File: config.mk
export PLATFORM = sky130hd
export DESIGN_NAME = lcr_top
export DESIGN_NICKNAME = d
export VERILOG_FILES = /design/src/inc/lcr_pkg.sv /design/src/core/lcr_top.sv /design/src/core/lcr_strap.sv /design/src/core/lcr_lockfld.sv
export SDC_FILE = /design/constraint.sdc
export NUM_CORES = 1
export LEC_CHECK = 0
export BUFFER_PORTS_ARGS = -buffer_cell sky130_fd_sc_hd__buf_4
export CAP_MARGIN = 20
export CORE_ASPECT_RATIO = 0.8
export CORE_UTILIZATION = 33
export DETAILED_ROUTE_END_ITERATION = 16
export PLACE_DENSITY = 0.57
export SYNTH_ARGS = -nofsm -noshare
export SYNTH_HDL_FRONTEND = slang
export SYNTH_HIERARCHICAL = 1
export SYNTH_SLANG_ARGS = --single-unit
File: constraint.sdc
create_clock -name core_clk -period 3.23 [get_ports core_clk]
set_input_delay 0.323 -clock core_clk [delete_from_list [all_inputs] [get_ports core_clk]]
set_output_delay 0.323 -clock core_clk [all_outputs]
set_load 0.01 [all_outputs]
File: src/inc/lcr_pkg.sv
// Constants and types shared by the link capability register bank
package lcr_pkg;
	localparam int LCR_ADDR_W = 12;
	localparam int LCR_DATA_W = 32;
	localparam int LCR_PORT_W = 2;
	// Byte offset of the link capabilities word
	localparam logic [11:0] LCR_LCAP_OFF = 12'h04C;
	// Field positions and widths
	localparam int LCR_SPD_LSB = 0;
	localparam int LCR_SPD_W = 4;
	localparam int LCR_WID_LSB = 4;
	localparam int LCR_WID_W = 6;
	localparam int LCR_ASPM_LSB = 10;
	localparam int LCR_ASPM_W = 2;
	localparam int LCR_L0S_LSB = 12;
	localparam int LCR_L0S_W = 3;
	localparam int LCR_L1_LSB = 15;
	localparam int LCR_L1_W = 3;
	localparam int LCR_RCK_BIT = 18;
	localparam int LCR_PP_LSB = 19;
	localparam int LCR_PP_W = 3;
	localparam int LCR_SDN_BIT = 19;
	localparam int LCR_LAR_BIT = 20;
	localparam int LCR_BWN_BIT = 21;
	localparam int LCR_RSV_LSB = 22;
	localparam int LCR_RSV_W = 2;
	localparam int LCR_PORT_LSB = 24;
	localparam int LCR_PORTF_W = 8;
	// Values after reset
	localparam logic [3:0] LCR_SPD_RST = 4'h2;
	localparam logic [5:0] LCR_WID_RST = 6'h04;
	localparam logic [1:0] LCR_ASPM_RST = 2'h3;
	localparam logic [2:0] LCR_L0S_RST = 3'h6;
	localparam logic [2:0] LCR_L1_RST = 3'h2;
	localparam logic [0:0] LCR_RCK_RST = 1'h0;
	localparam logic [2:0] LCR_PP_DN_RST = 3'h7;
	localparam logic [2:0] LCR_PP_UP_RST = 3'h0;
	localparam logic [1:0] LCR_RSV_VAL = 2'h0;
	// Port index of the upstream port
	localparam logic [1:0] LCR_UPSTREAM_ID = 2'h0;
	// Deep idle exit time of the link and the span its latency code covers
	localparam real LCR_DEEP_EXIT_US = 2.3;
	localparam real LCR_L1_CODE_MIN_US = 2.0;
	localparam real LCR_L1_CODE_MAX_US = 4.0;
	typedef enum logic [1:0] {
		LCR_ST_INIT = 2'b01,
		LCR_ST_RUN = 2'b10
	} lcr_state_t;
endpackage

File: src/core/lcr_top.sv
// Link capabilities register of one switch port
//
// Implementation choice: the strobed register port.
`timescale 1ns/1ns
module lcr_top (
	input wire logic core_clk,
	input wire logic rst,
	input wire logic [lcr_pkg::LCR_PORT_W-1:0] port_id,
	input wire logic [lcr_pkg::LCR_ADDR_W-1:0] reg_addr,
	input wire logic [lcr_pkg::LCR_DATA_W-1:0] reg_wdata,
	input wire logic reg_wr,
	input wire logic reg_rd,
	output logic [lcr_pkg::LCR_DATA_W-1:0] reg_rdata,
	input wire logic lock_open,
	input wire logic preload_we,
	input wire logic [lcr_pkg::LCR_DATA_W-1:0] preload_data,
	input wire logic link_up,
	output logic link_active_rpt,
	output logic [lcr_pkg::LCR_DATA_W-1:0] cap_word,
	output logic cfg_ready
);
	import lcr_pkg::*;

	typedef struct packed {
		lcr_state_t st;
		logic [LCR_DATA_W-1:0] rdata;
		logic [LCR_DATA_W-1:0] capw;
		logic lact;
	} lcr_top_t;

	lcr_top_t r;
	lcr_top_t n;

	logic [LCR_PORT_W-1:0] s_id;
	logic s_done;
	logic s_ups;
	logic init_ld;
	logic wr_hit;
	logic wr_ok;
	logic pre_ok;
	logic pp_zero;
	logic [LCR_PP_W-1:0] pp_init;
	logic [LCR_WID_W-1:0] wid_q;
	logic [LCR_ASPM_W-1:0] aspm_q;
	logic [LCR_L0S_W-1:0] l0s_q;
	logic [LCR_L1_W-1:0] l1_q;
	logic [0:0] rck_q;
	logic [LCR_PP_W-1:0] pp_q;
	logic [LCR_DATA_W-1:0] cap_cur;

	// Identity pin is sampled by a clocked stage, never by the reset
	lcr_strap u_strap (
		.core_clk(core_clk),
		.rst(rst),
		.port_id(port_id),
		.id(s_id),
		.done(s_done),
		.upstream(s_ups)
	);

	// Access qualifiers; nothing lockable moves before defaults are in
	assign init_ld = (r.st == LCR_ST_INIT) && s_done;
	assign wr_hit = reg_wr && (reg_addr == LCR_LCAP_OFF);
	assign wr_ok = wr_hit && lock_open && (r.st == LCR_ST_RUN);
	assign pre_ok = preload_we && (r.st == LCR_ST_RUN);
	// Upstream port keeps its per-port bits at zero whatever is written
	assign pp_zero = s_done && s_ups;
	assign pp_init = s_ups ? LCR_PP_UP_RST : LCR_PP_DN_RST;

	lcr_lockfld #(
		.W(LCR_WID_W),
		.RST(LCR_WID_RST)
	) u_wid (
		.core_clk(core_clk),
		.rst(rst),
		.init_ld(init_ld),
		.init_val(LCR_WID_RST),
		.pre_we(pre_ok),
		.pre_val(preload_data[LCR_WID_LSB +: LCR_WID_W]),
		.wr_ok(wr_ok),
		.wr_val(reg_wdata[LCR_WID_LSB +: LCR_WID_W]),
		.zero_hold(1'b0),
		.q(wid_q)
	);

	lcr_lockfld #(
		.W(LCR_ASPM_W),
		.RST(LCR_ASPM_RST)
	) u_aspm (
		.core_clk(core_clk),
		.rst(rst),
		.init_ld(init_ld),
		.init_val(LCR_ASPM_RST),
		.pre_we(pre_ok),
		.pre_val(preload_data[LCR_ASPM_LSB +: LCR_ASPM_W]),
		.wr_ok(wr_ok),
		.wr_val(reg_wdata[LCR_ASPM_LSB +: LCR_ASPM_W]),
		.zero_hold(1'b0),
		.q(aspm_q)
	);

	lcr_lockfld #(
		.W(LCR_L0S_W),
		.RST(LCR_L0S_RST)
	) u_l0s (
		.core_clk(core_clk),
		.rst(rst),
		.init_ld(init_ld),
		.init_val(LCR_L0S_RST),
		.pre_we(pre_ok),
		.pre_val(preload_data[LCR_L0S_LSB +: LCR_L0S_W]),
		.wr_ok(wr_ok),
		.wr_val(reg_wdata[LCR_L0S_LSB +: LCR_L0S_W]),
		.zero_hold(1'b0),
		.q(l0s_q)
	);

	// Code 2 covers the fixed deep idle exit time of the link
	lcr_lockfld #(
		.W(LCR_L1_W),
		.RST(LCR_L1_RST)
	) u_l1 (
		.core_clk(core_clk),
		.rst(rst),
		.init_ld(init_ld),
		.init_val(LCR_L1_RST),
		.pre_we(pre_ok),
		.pre_val(preload_data[LCR_L1_LSB +: LCR_L1_W]),
		.wr_ok(wr_ok),
		.wr_val(reg_wdata[LCR_L1_LSB +: LCR_L1_W]),
		.zero_hold(1'b0),
		.q(l1_q)
	);

	lcr_lockfld #(
		.W(1),
		.RST(LCR_RCK_RST)
	) u_rck (
		.core_clk(core_clk),
		.rst(rst),
		.init_ld(init_ld),
		.init_val(LCR_RCK_RST),
		.pre_we(pre_ok),
		.pre_val(preload_data[LCR_RCK_BIT]),
		.wr_ok(wr_ok),
		.wr_val(reg_wdata[LCR_RCK_BIT]),
		.zero_hold(1'b0),
		.q(rck_q)
	);

	// Surprise-down, link-active and bandwidth bits share one field
	lcr_lockfld #(
		.W(LCR_PP_W),
		.RST(LCR_PP_UP_RST)
	) u_pp (
		.core_clk(core_clk),
		.rst(rst),
		.init_ld(init_ld),
		.init_val(pp_init),
		.pre_we(pre_ok),
		.pre_val(preload_data[LCR_PP_LSB +: LCR_PP_W]),
		.wr_ok(wr_ok),
		.wr_val(reg_wdata[LCR_PP_LSB +: LCR_PP_W]),
		.zero_hold(pp_zero),
		.q(pp_q)
	);

	// Assemble the word; read-only parts are constants or strap copies
	always_comb
	begin
		cap_cur = 32'h00000000;
		cap_cur[LCR_SPD_LSB +: LCR_SPD_W] = LCR_SPD_RST;
		cap_cur[LCR_WID_LSB +: LCR_WID_W] = wid_q;
		cap_cur[LCR_ASPM_LSB +: LCR_ASPM_W] = aspm_q;
		cap_cur[LCR_L0S_LSB +: LCR_L0S_W] = l0s_q;
		cap_cur[LCR_L1_LSB +: LCR_L1_W] = l1_q;
		cap_cur[LCR_RCK_BIT] = rck_q[0];
		cap_cur[LCR_PP_LSB +: LCR_PP_W] = pp_q;
		cap_cur[LCR_RSV_LSB +: LCR_RSV_W] = LCR_RSV_VAL;
		cap_cur[LCR_PORT_LSB +: LCR_PORTF_W] = {6'h00, s_id};
	end

	// Sequencer, read port and status copies
	always_comb
	begin
		n = r;
		case (r.st)
			LCR_ST_INIT:
			begin
				if (s_done)
					n.st = LCR_ST_RUN;
			end
			LCR_ST_RUN:
				n.st = LCR_ST_RUN;
			default:
				n.st = LCR_ST_INIT;
		endcase
		// Read data stands for one cycle; unmapped reads return zero
		n.rdata = 32'h00000000;
		if (reg_rd)
		begin
			if (reg_addr == LCR_LCAP_OFF)
				n.rdata = cap_cur;
			else
				n.rdata = 32'h00000000;
		end
		n.capw = cap_cur;
		// Status follows the link whatever the advertised bit says
		n.lact = link_up;
	end

	always_ff @(posedge core_clk or posedge rst)
	begin
		if (rst)
			r <= '{st: LCR_ST_INIT, rdata: 32'h00000000, capw: 32'h00000000, lact: 1'b0};
		else
			r <= n;
	end

	// All outputs are flop copies
	assign reg_rdata = r.rdata;
	assign cap_word = r.capw;
	assign link_active_rpt = r.lact;
	assign cfg_ready = r.st[1];
endmodule

File: src/core/lcr_strap.sv
// Captures the static port identity once after reset release
`timescale 1ns/1ns
module lcr_strap (
	input wire logic core_clk,
	input wire logic rst,
	input wire logic [lcr_pkg::LCR_PORT_W-1:0] port_id,
	output logic [lcr_pkg::LCR_PORT_W-1:0] id,
	output logic done,
	output logic upstream
);
	import lcr_pkg::*;

	typedef struct packed {
		logic done;
		logic ups;
		logic [LCR_PORT_W-1:0] id;
	} lcr_strap_t;

	lcr_strap_t r;
	lcr_strap_t n;

	// Sample once; the pin is static so later changes are ignored
	always_comb
	begin
		n = r;
		if (!r.done)
		begin
			n.done = 1'b1;
			n.id = port_id;
			n.ups = (port_id == LCR_UPSTREAM_ID);
		end
	end

	// Reset takes constants only, the pin is caught after release
	always_ff @(posedge core_clk or posedge rst)
	begin
		if (rst)
			r <= '{done: 1'b0, ups: 1'b0, id: 2'h0};
		else
			r <= n;
	end

	assign id = r.id;
	assign done = r.done;
	assign upstream = r.ups;
endmodule

File: src/core/lcr_lockfld.sv
// One lockable capability field with default load, preload and gated write
`timescale 1ns/1ns
module lcr_lockfld #(
	parameter int W = 1,
	parameter logic [W-1:0] RST = {W{1'b0}}
) (
	input wire logic core_clk,
	input wire logic rst,
	input wire logic init_ld,
	input wire logic [W-1:0] init_val,
	input wire logic pre_we,
	input wire logic [W-1:0] pre_val,
	input wire logic wr_ok,
	input wire logic [W-1:0] wr_val,
	input wire logic zero_hold,
	output logic [W-1:0] q
);
	typedef struct packed {
		logic [W-1:0] val;
	} lcr_fld_t;

	lcr_fld_t r;
	lcr_fld_t n;

	// Forced zero beats everything, then defaults, preload, unlocked write
	always_comb
	begin
		n = r;
		if (zero_hold)
			n.val = {W{1'b0}};
		else if (init_ld)
			n.val = init_val;
		else if (pre_we)
			n.val = pre_val;
		else if (wr_ok)
			n.val = wr_val;
	end

	always_ff @(posedge core_clk or posedge rst)
	begin
		if (rst)
			r.val <= RST;
		else
			r <= n;
	end

	assign q = r.val;
endmodule

# Word level (Yosys, flattened, before mapping)
# Index checks and enable logic that the tools add are counted.
[op_classes]
eq_ne = 4
n_mux = 24
reduce_logical = 9
[op_table]
columns = ["op", "n"]
rows = [
  ["26-bit 2-to-1 mux", 2],
  ["3-bit 2-to-1 mux", 11],
  ["6-bit 2-to-1 mux", 3],
  ["12-bit by 7-bit == test with 1-bit output, second input constant", 1],
  ["2-bit 2-to-1 mux", 4],
  ["1-bit logical AND", 6],
  ["2-bit one-hot mux with 2 select lines", 1],
  ["4-bit nonzero test", 1],
  ["1-bit 2-to-1 mux", 3],
  ["3-bit nonzero test", 1],
  ["2-bit by 1-bit == test with 1-bit output, second input constant", 1],
  ["2-bit == test, second input constant", 1],
  ["2-bit zero test", 1],
  ["2-bit by 1-bit != test with 1-bit output, second input constant", 1],
]
[word_totals]
out_inout_bits = 66
in_bits = 85
ff_bits = 78
word_cells = 50

# Logic depth before layout (Yosys ltp)
[logic_depth]
word_depth = 8
mapped_depth = 7
depth_no_buf = 7

# By module
# The synthesis kept the hierarchy.
[modules_own_cells]
columns = ["mod", "area_each_um2", "seq_area_each_um2", "cells_each", "instances"]
rows = [
  ["lcr_top", 2137.0, 1127.3, 178, 1],
  ["lcr_lockfld (u_wid)", 396.6, 151.4, 36, 1],
  ["lcr_lockfld (u_l0s)", 200.2, 77.6, 20, 1],
  ["lcr_lockfld (u_l1)", 198.9, 76.3, 20, 1],
  ["lcr_lockfld (u_pp)", 197.7, 75.1, 20, 1],
  ["lcr_strap", 141.4, 100.1, 10, 1],
  ["lcr_lockfld (u_aspm)", 133.9, 52.6, 12, 1],
  ["lcr_lockfld (u_rck)", 68.8, 25.0, 7, 1],
]

# Least setup slack after synthesis
# Ideal clock, no wire load.
[synth_timing]
kind = "input-to-reg"
startpoint = "input port reg_addr[1] (netlist bit)"
endpoint = "register u_l0s.r, in the netlist u_l0s/q[2]"
cell_stages = 4
required_ns = 3.125
path_slack_ns = 0.554
setup_ns = 0.105
arrival_time_ns = 2.570
n_path_buf = 0
cell_sequence = "or4_4 > nor4_1 > nor3_2 > o41ai_1"
[synth_via]
elab_chain_len = 5
[synth_rtl]
columns = ["element", "line_no", "text"]
rows = [
  ["start, declared", "lcr_top.sv:9", "input wire logic [lcr_pkg::LCR_ADDR_W-1:0] reg_addr,"],
  ["12-bit by 7-bit == test with 1-bit output", "lcr_top.sv:63", "assign wr_hit = reg_wr && (reg_addr == LCR_LCAP_OFF);"],
  ["1-bit logical AND", "lcr_top.sv:63", ""],
  ["1-bit logical AND (2 in series)", "lcr_top.sv:64", "assign wr_ok = wr_hit && lock_open && (r.st == LCR_ST_RUN);"],
  ["net wr_ok", "lcr_top.sv:39", "logic wr_ok;"],
  ["3-bit nonzero test (no line)", "n/a", ""],
  ["end signal, assigned", "lcr_lockfld.sv:44", "r <= n;"],
  ["end, declared", "lcr_lockfld.sv:22", "lcr_fld_t r;"],
]
# The timed path passes the listed nets, and every way through them passes these cells.
# A chain may end at the register's enable or synchronous reset.

# Worst setup path in the final report
[layout_timing]
startpoint = "input port reg_addr[1] (netlist bit)"
endpoint = "register u_wid.r, in the netlist u_wid/q[3]"
[layout_via]
elab_chain_len = 5
[layout_rtl]
columns = ["element", "line_no"]
rows = [
  ["12-bit by 7-bit == test with 1-bit output", "lcr_top.sv:63"],
  ["1-bit logical AND", "lcr_top.sv:63"],
  ["1-bit logical AND (2 in series)", "lcr_top.sv:64"],
  ["net wr_ok", "lcr_top.sv:39"],
  ["3-bit nonzero test (no line)", "n/a"],
  ["end signal, assigned", "lcr_lockfld.sv:44"],
  ["end, declared", "lcr_lockfld.sv:22"],
]
# The timed path passes the listed nets, and every way through them passes these cells.

==> results.md <==
Status:
- The flow ran to the end, and the final reports show no timing, DRC or antenna violations.

Worst setup path:
- The most frequent cell on the critical path is sky130_fd_sc_hd__buf_4.
- The buffer and inverter count on the worst path is 2.
- Along the worst path, the maximum fanout reaches 22.
- The arrival time at the worst endpoint is 2.39 ns.
- The required time reported for the critical path endpoint is ~3.5 ns.
- The most critical setup path has its startpoint at reg_addr[1].
- The dominant delay contributor by cell family on the critical path is simple AND/OR/NAND/NOR gates.
- The signal on the critical path passes through buf_4, or4_4, nor4_2, buf_4, nor3_1, nor2_2, a32o_1.
- The delay of the slowest critical-path stage is 0.73 ns.
- The cell type of the slowest stage on the worst timing path is sky130_fd_sc_hd__or4_4.
- The worst reg2reg path startpoint is r[65]$_DFFE_PP1P_.
- STA classifies the critical path startpoint as an input pin.
- The endpoint kind of the worst setup timing path is a register.
- By startpoint and endpoint, the worst setup path is classified as in -> reg.

Hold path:
- The kind of path behind the tightest hold check is in -> reg.
- The beginning of the worst hold path is link_up.

Synth:
- The most used flip-flop cell after synthesis is sky130_fd_sc_hd__dfrtp_1.
- The number of different library cells used by synthesis comes to 37.
- For this run, asynchronously set or reset flops after synthesis account for 100%.
- After synthesis the cells add up to roughly 3500 sq um.
- In the synthesized netlist, the number of instances is 303.
- The synthesized design contains 67 register bits.
- Sequential elements use 48.5% of the synthesized area.
- The post-synthesis average cell area is 11.5 sq um.
- The number of enable flip-flop cells after synthesis is 0.
- The number of synthesis warnings is 6.

Final layout:
- The area growth from synthesis to layout is 26.0%.
- Fill cells in the final layout number 1044.
- The final net count is 489.
- The layout cell share with drive strength beyond 1 is 39.9%.
- The multi-input combinational cells in the finished layout cover a total of 1410 sq um.
- Summing all flip-flop and latch instances after layout gives 1690 sq um.
- The finished cells cover 4380 sq um.
- The top cell types in the final layout, fill and taps aside, are 105 x sky130_fd_sc_hd__buf_4, 60 x sky130_fd_sc_hd__dfrtp_1, 59 x sky130_fd_sc_hd__conb_1.
- Leaving out fill and tap cells, the most frequent cell in the layout is sky130_fd_sc_hd__buf_4.
- The number of diodes added for antenna fixing is 0.
- The non-filler instance count after layout is 546.

Clocking:
- Clock latency on the worst-skew pair, taken at its later pin, is between 0.3 and 0.4 ns.
- After clock tree synthesis, the clock-pin slew on the worst setup and hold paths is 0.05 ns.
- The root buffer selected by CTS is sky130_fd_sc_hd__clkbuf_16.
- The buffer count from post-CTS setup fixing is 0.
- The buffer depth of the longest clock path is 2.
- The clock tree from TritonCTS is done.
- The number of clock buffers added by TritonCTS is 9.
- The TritonCTS sink count is 67.
- The number of levels the H-tree was split into is 3.

Placed design:
- The post-detailed-placement cell area is 4110 sq um.
- The HPWL after detailed placement is a little over 5 mm.
- The number of placed instances with taps included is 530.
- The number of port buffers is 100.
- At the end of routability-driven placement, the weighted congestion stood at approximately 0.76.

Power and ir drop:
- Power spread over the standard cell area amounts to 620 nW/um^2.
- Across the VDD grid, the largest voltage drop is 0.266 mV.
- The leakage power summed over all cells is 2.06 nW.

GRT:
- The all-layer global routing usage is 13.6%.
- The number of antenna violations at the first check in global routing is 0.
- The pin count of the biggest net entering global routing is 46.
- The first-pass GRT wire length is 11.1 mm.
- The number of global-route vias before repair is around 2.1k.
- The overall overflow remaining after global route is 0.

Route:
- The via-per-instance ratio is 4.27.
- For this block, the via count after detailed routing is 2329.
- The detail route stage leaves a number of antenna-violating nets equal to 0.
- The first-pass iteration count of the detailed router is 4.
- The initial DRC count is 142.
- The total wirelength of the detailed-routed design is 7.01 mm.
- After detailed routing, the average wire length per cell comes to 12.8 um.
- For this run, design rule violations remaining after detail routing come to 0.

Floorplanning:
- Measured along the y axis, the die boundary spans 93.8 um.
- The starting utilization of the core area is 33.9%.
- The number of placement rows is 33.
- The placeable core region is just over 10000 sq um.
- The I/O pin count is between 150 and 200.
- The die footprint is 10900 sq um.
- The overall die width is 117 um.

Timing:
- Counting I/O delays and the setup requirement, the final critical path takes 2.14 ns.
- The number of endpoints failing setup at the final stage is 0.
- For the pin with the worst max-slew slack, the measured transition is about 0.9 ns.
- Setup repair after global routing left no endpoint under its margin.
- Based on the critical path, the design can be clocked at up to 0.467 GHz.
- On the final layout, the worst hold slack is 0.113 ns.
- The fraction of the cycle the final worst path needs is between 60% and 70%.
- The accumulated negative setup slack is 0 ns.
- The headroom to the max-slew limit is 38.7%.
- The count of pins over their slew limit is 0.
- The clock skew is 0.00626 ns.
- The hold violation count in the final report is 0.

Flow run:
- The tool flagged a number of max-cap violations equal to 0.
-- final timing paths --
path	end	slack [ns]	depth (start not counted)
setup / recovery	u_wid/q[3]$_DFFE_PP0P_	1.09	7
hold / removal	link_active_rpt$_DFF_PP0_	0.11	1
setup reg to reg	u_aspm/q[0]$_DFFE_PP1P_	1.29	7
hold reg to reg	cap_word[8]$_DFF_PP0_	0.40	0
max in group asynchronous	cap_word[6]$_DFF_PP0_	1.81	3
min in group asynchronous	u_rck/q$_DFFE_PP0P_	0.47	3
-- report_power, final --
part / switching [mW] / internal, mW / total (mW)
Clock: 0.320 / 0.531 / 0.851
Sequential: 0.102 / 1.03 / 1.13
Combinational: 0.384 / 0.350 / 0.733
-- cells by family after synthesis --
logic type	share of synthesized area [%]
and+or+nand+nor	22.1
buffers and inverters	17.1
DFF	48.5
AOI/OAI and AO/OA	8.50
muxes	2.77
other	0.324
adders and majority gates	0.720
-- flip-flops by register name, summed over array words and instances (netlist names), 2 cells and up --
register    count
u_wid/q         6
u_pp/q          3
cap_word       21
u_l0s/q         3
u_aspm/q        2
reg_rdata      21
u_strap/id      2
u_l1/q          3
-- worst register-to-register path, delay by kind of cell (launching register included) --
family,cells,cell delay (ns)
AND/OR/NAND/NOR,3,0.74
flip-flops,1,0.53
buffers and inverters,2,0.30
adder cells (fa/ha/maj),1,0.18
AO/OA/AOI/OAI,1,0.09
-- stage by stage --
stage               worst slack (ns)  power [mW]  util [%]
global placement               0.815        1.87      40.1
detailed placement             0.748        1.89      40.1
finish                          1.09        2.71      42.7
floorplan                      0.554        1.69         -
CTS                             1.08        2.75      42.7
global route                   0.946        2.88      42.7
-- routing by layer --
metal  share of wire [%]  routed length [um]  track usage (%)  vias to the layer above
met4                 1.2                  84             5.06                        0
li1                    -                   -                -                     1135
met3                 3.7                 257             2.90                        8
met1                  48                3340             18.8                     1120
met2                  47                3320             20.9                       66
met5                   0                   0                0                        -
-- Yosys cell counts (4+ instances only) --
library cell | instances | area (sq um)
sky130_fd_sc_hd__nand2_1 | 24 | 90.1
sky130_fd_sc_hd__o41ai_1 | 9 | 78.8
sky130_fd_sc_hd__nor4_2 | 21 | 263
sky130_fd_sc_hd__dfrtp_1 | 60 | 1500
sky130_fd_sc_hd__dfstp_2 | 7 | 184
sky130_fd_sc_hd__nor2b_1 | 24 | 150
sky130_fd_sc_hd__a32o_1 | 6 | 60.1
sky130_fd_sc_hd__buf_4 | 66 | 495
sky130_fd_sc_hd__a211oi_1 | 9 | 67.6
sky130_fd_sc_hd__nand3b_1 | 9 | 67.6
sky130_fd_sc_hd__nand2b_1 | 7 | 43.8
sky130_fd_sc_hd__mux2i_1 | 4 | 40.0
sky130_fd_sc_hd__a211o_2 | 4 | 40.0
sky130_fd_sc_hd__inv_1 | 12 | 45.0
-- final cells by class --
type | instances | share of cell area, %
clock inverters | 3 | 0.343
inverters | 12 | 1.03
well taps | 140 | 4.00
clock buffers | 12 | 5.63
flip-flops and latches | 67 | 38.5
multi-input cells | 206 | 32.2
repair buffers | 106 | 18.2
-- repair_timing --
action | 4_1_cts | 5_1_grt
resized for setup | 0 | 0
endpoints found under the hold margin | 11 | 0
hold buffers | 1 | 0
No activity file was read; power rests on OpenSTA's default activity.
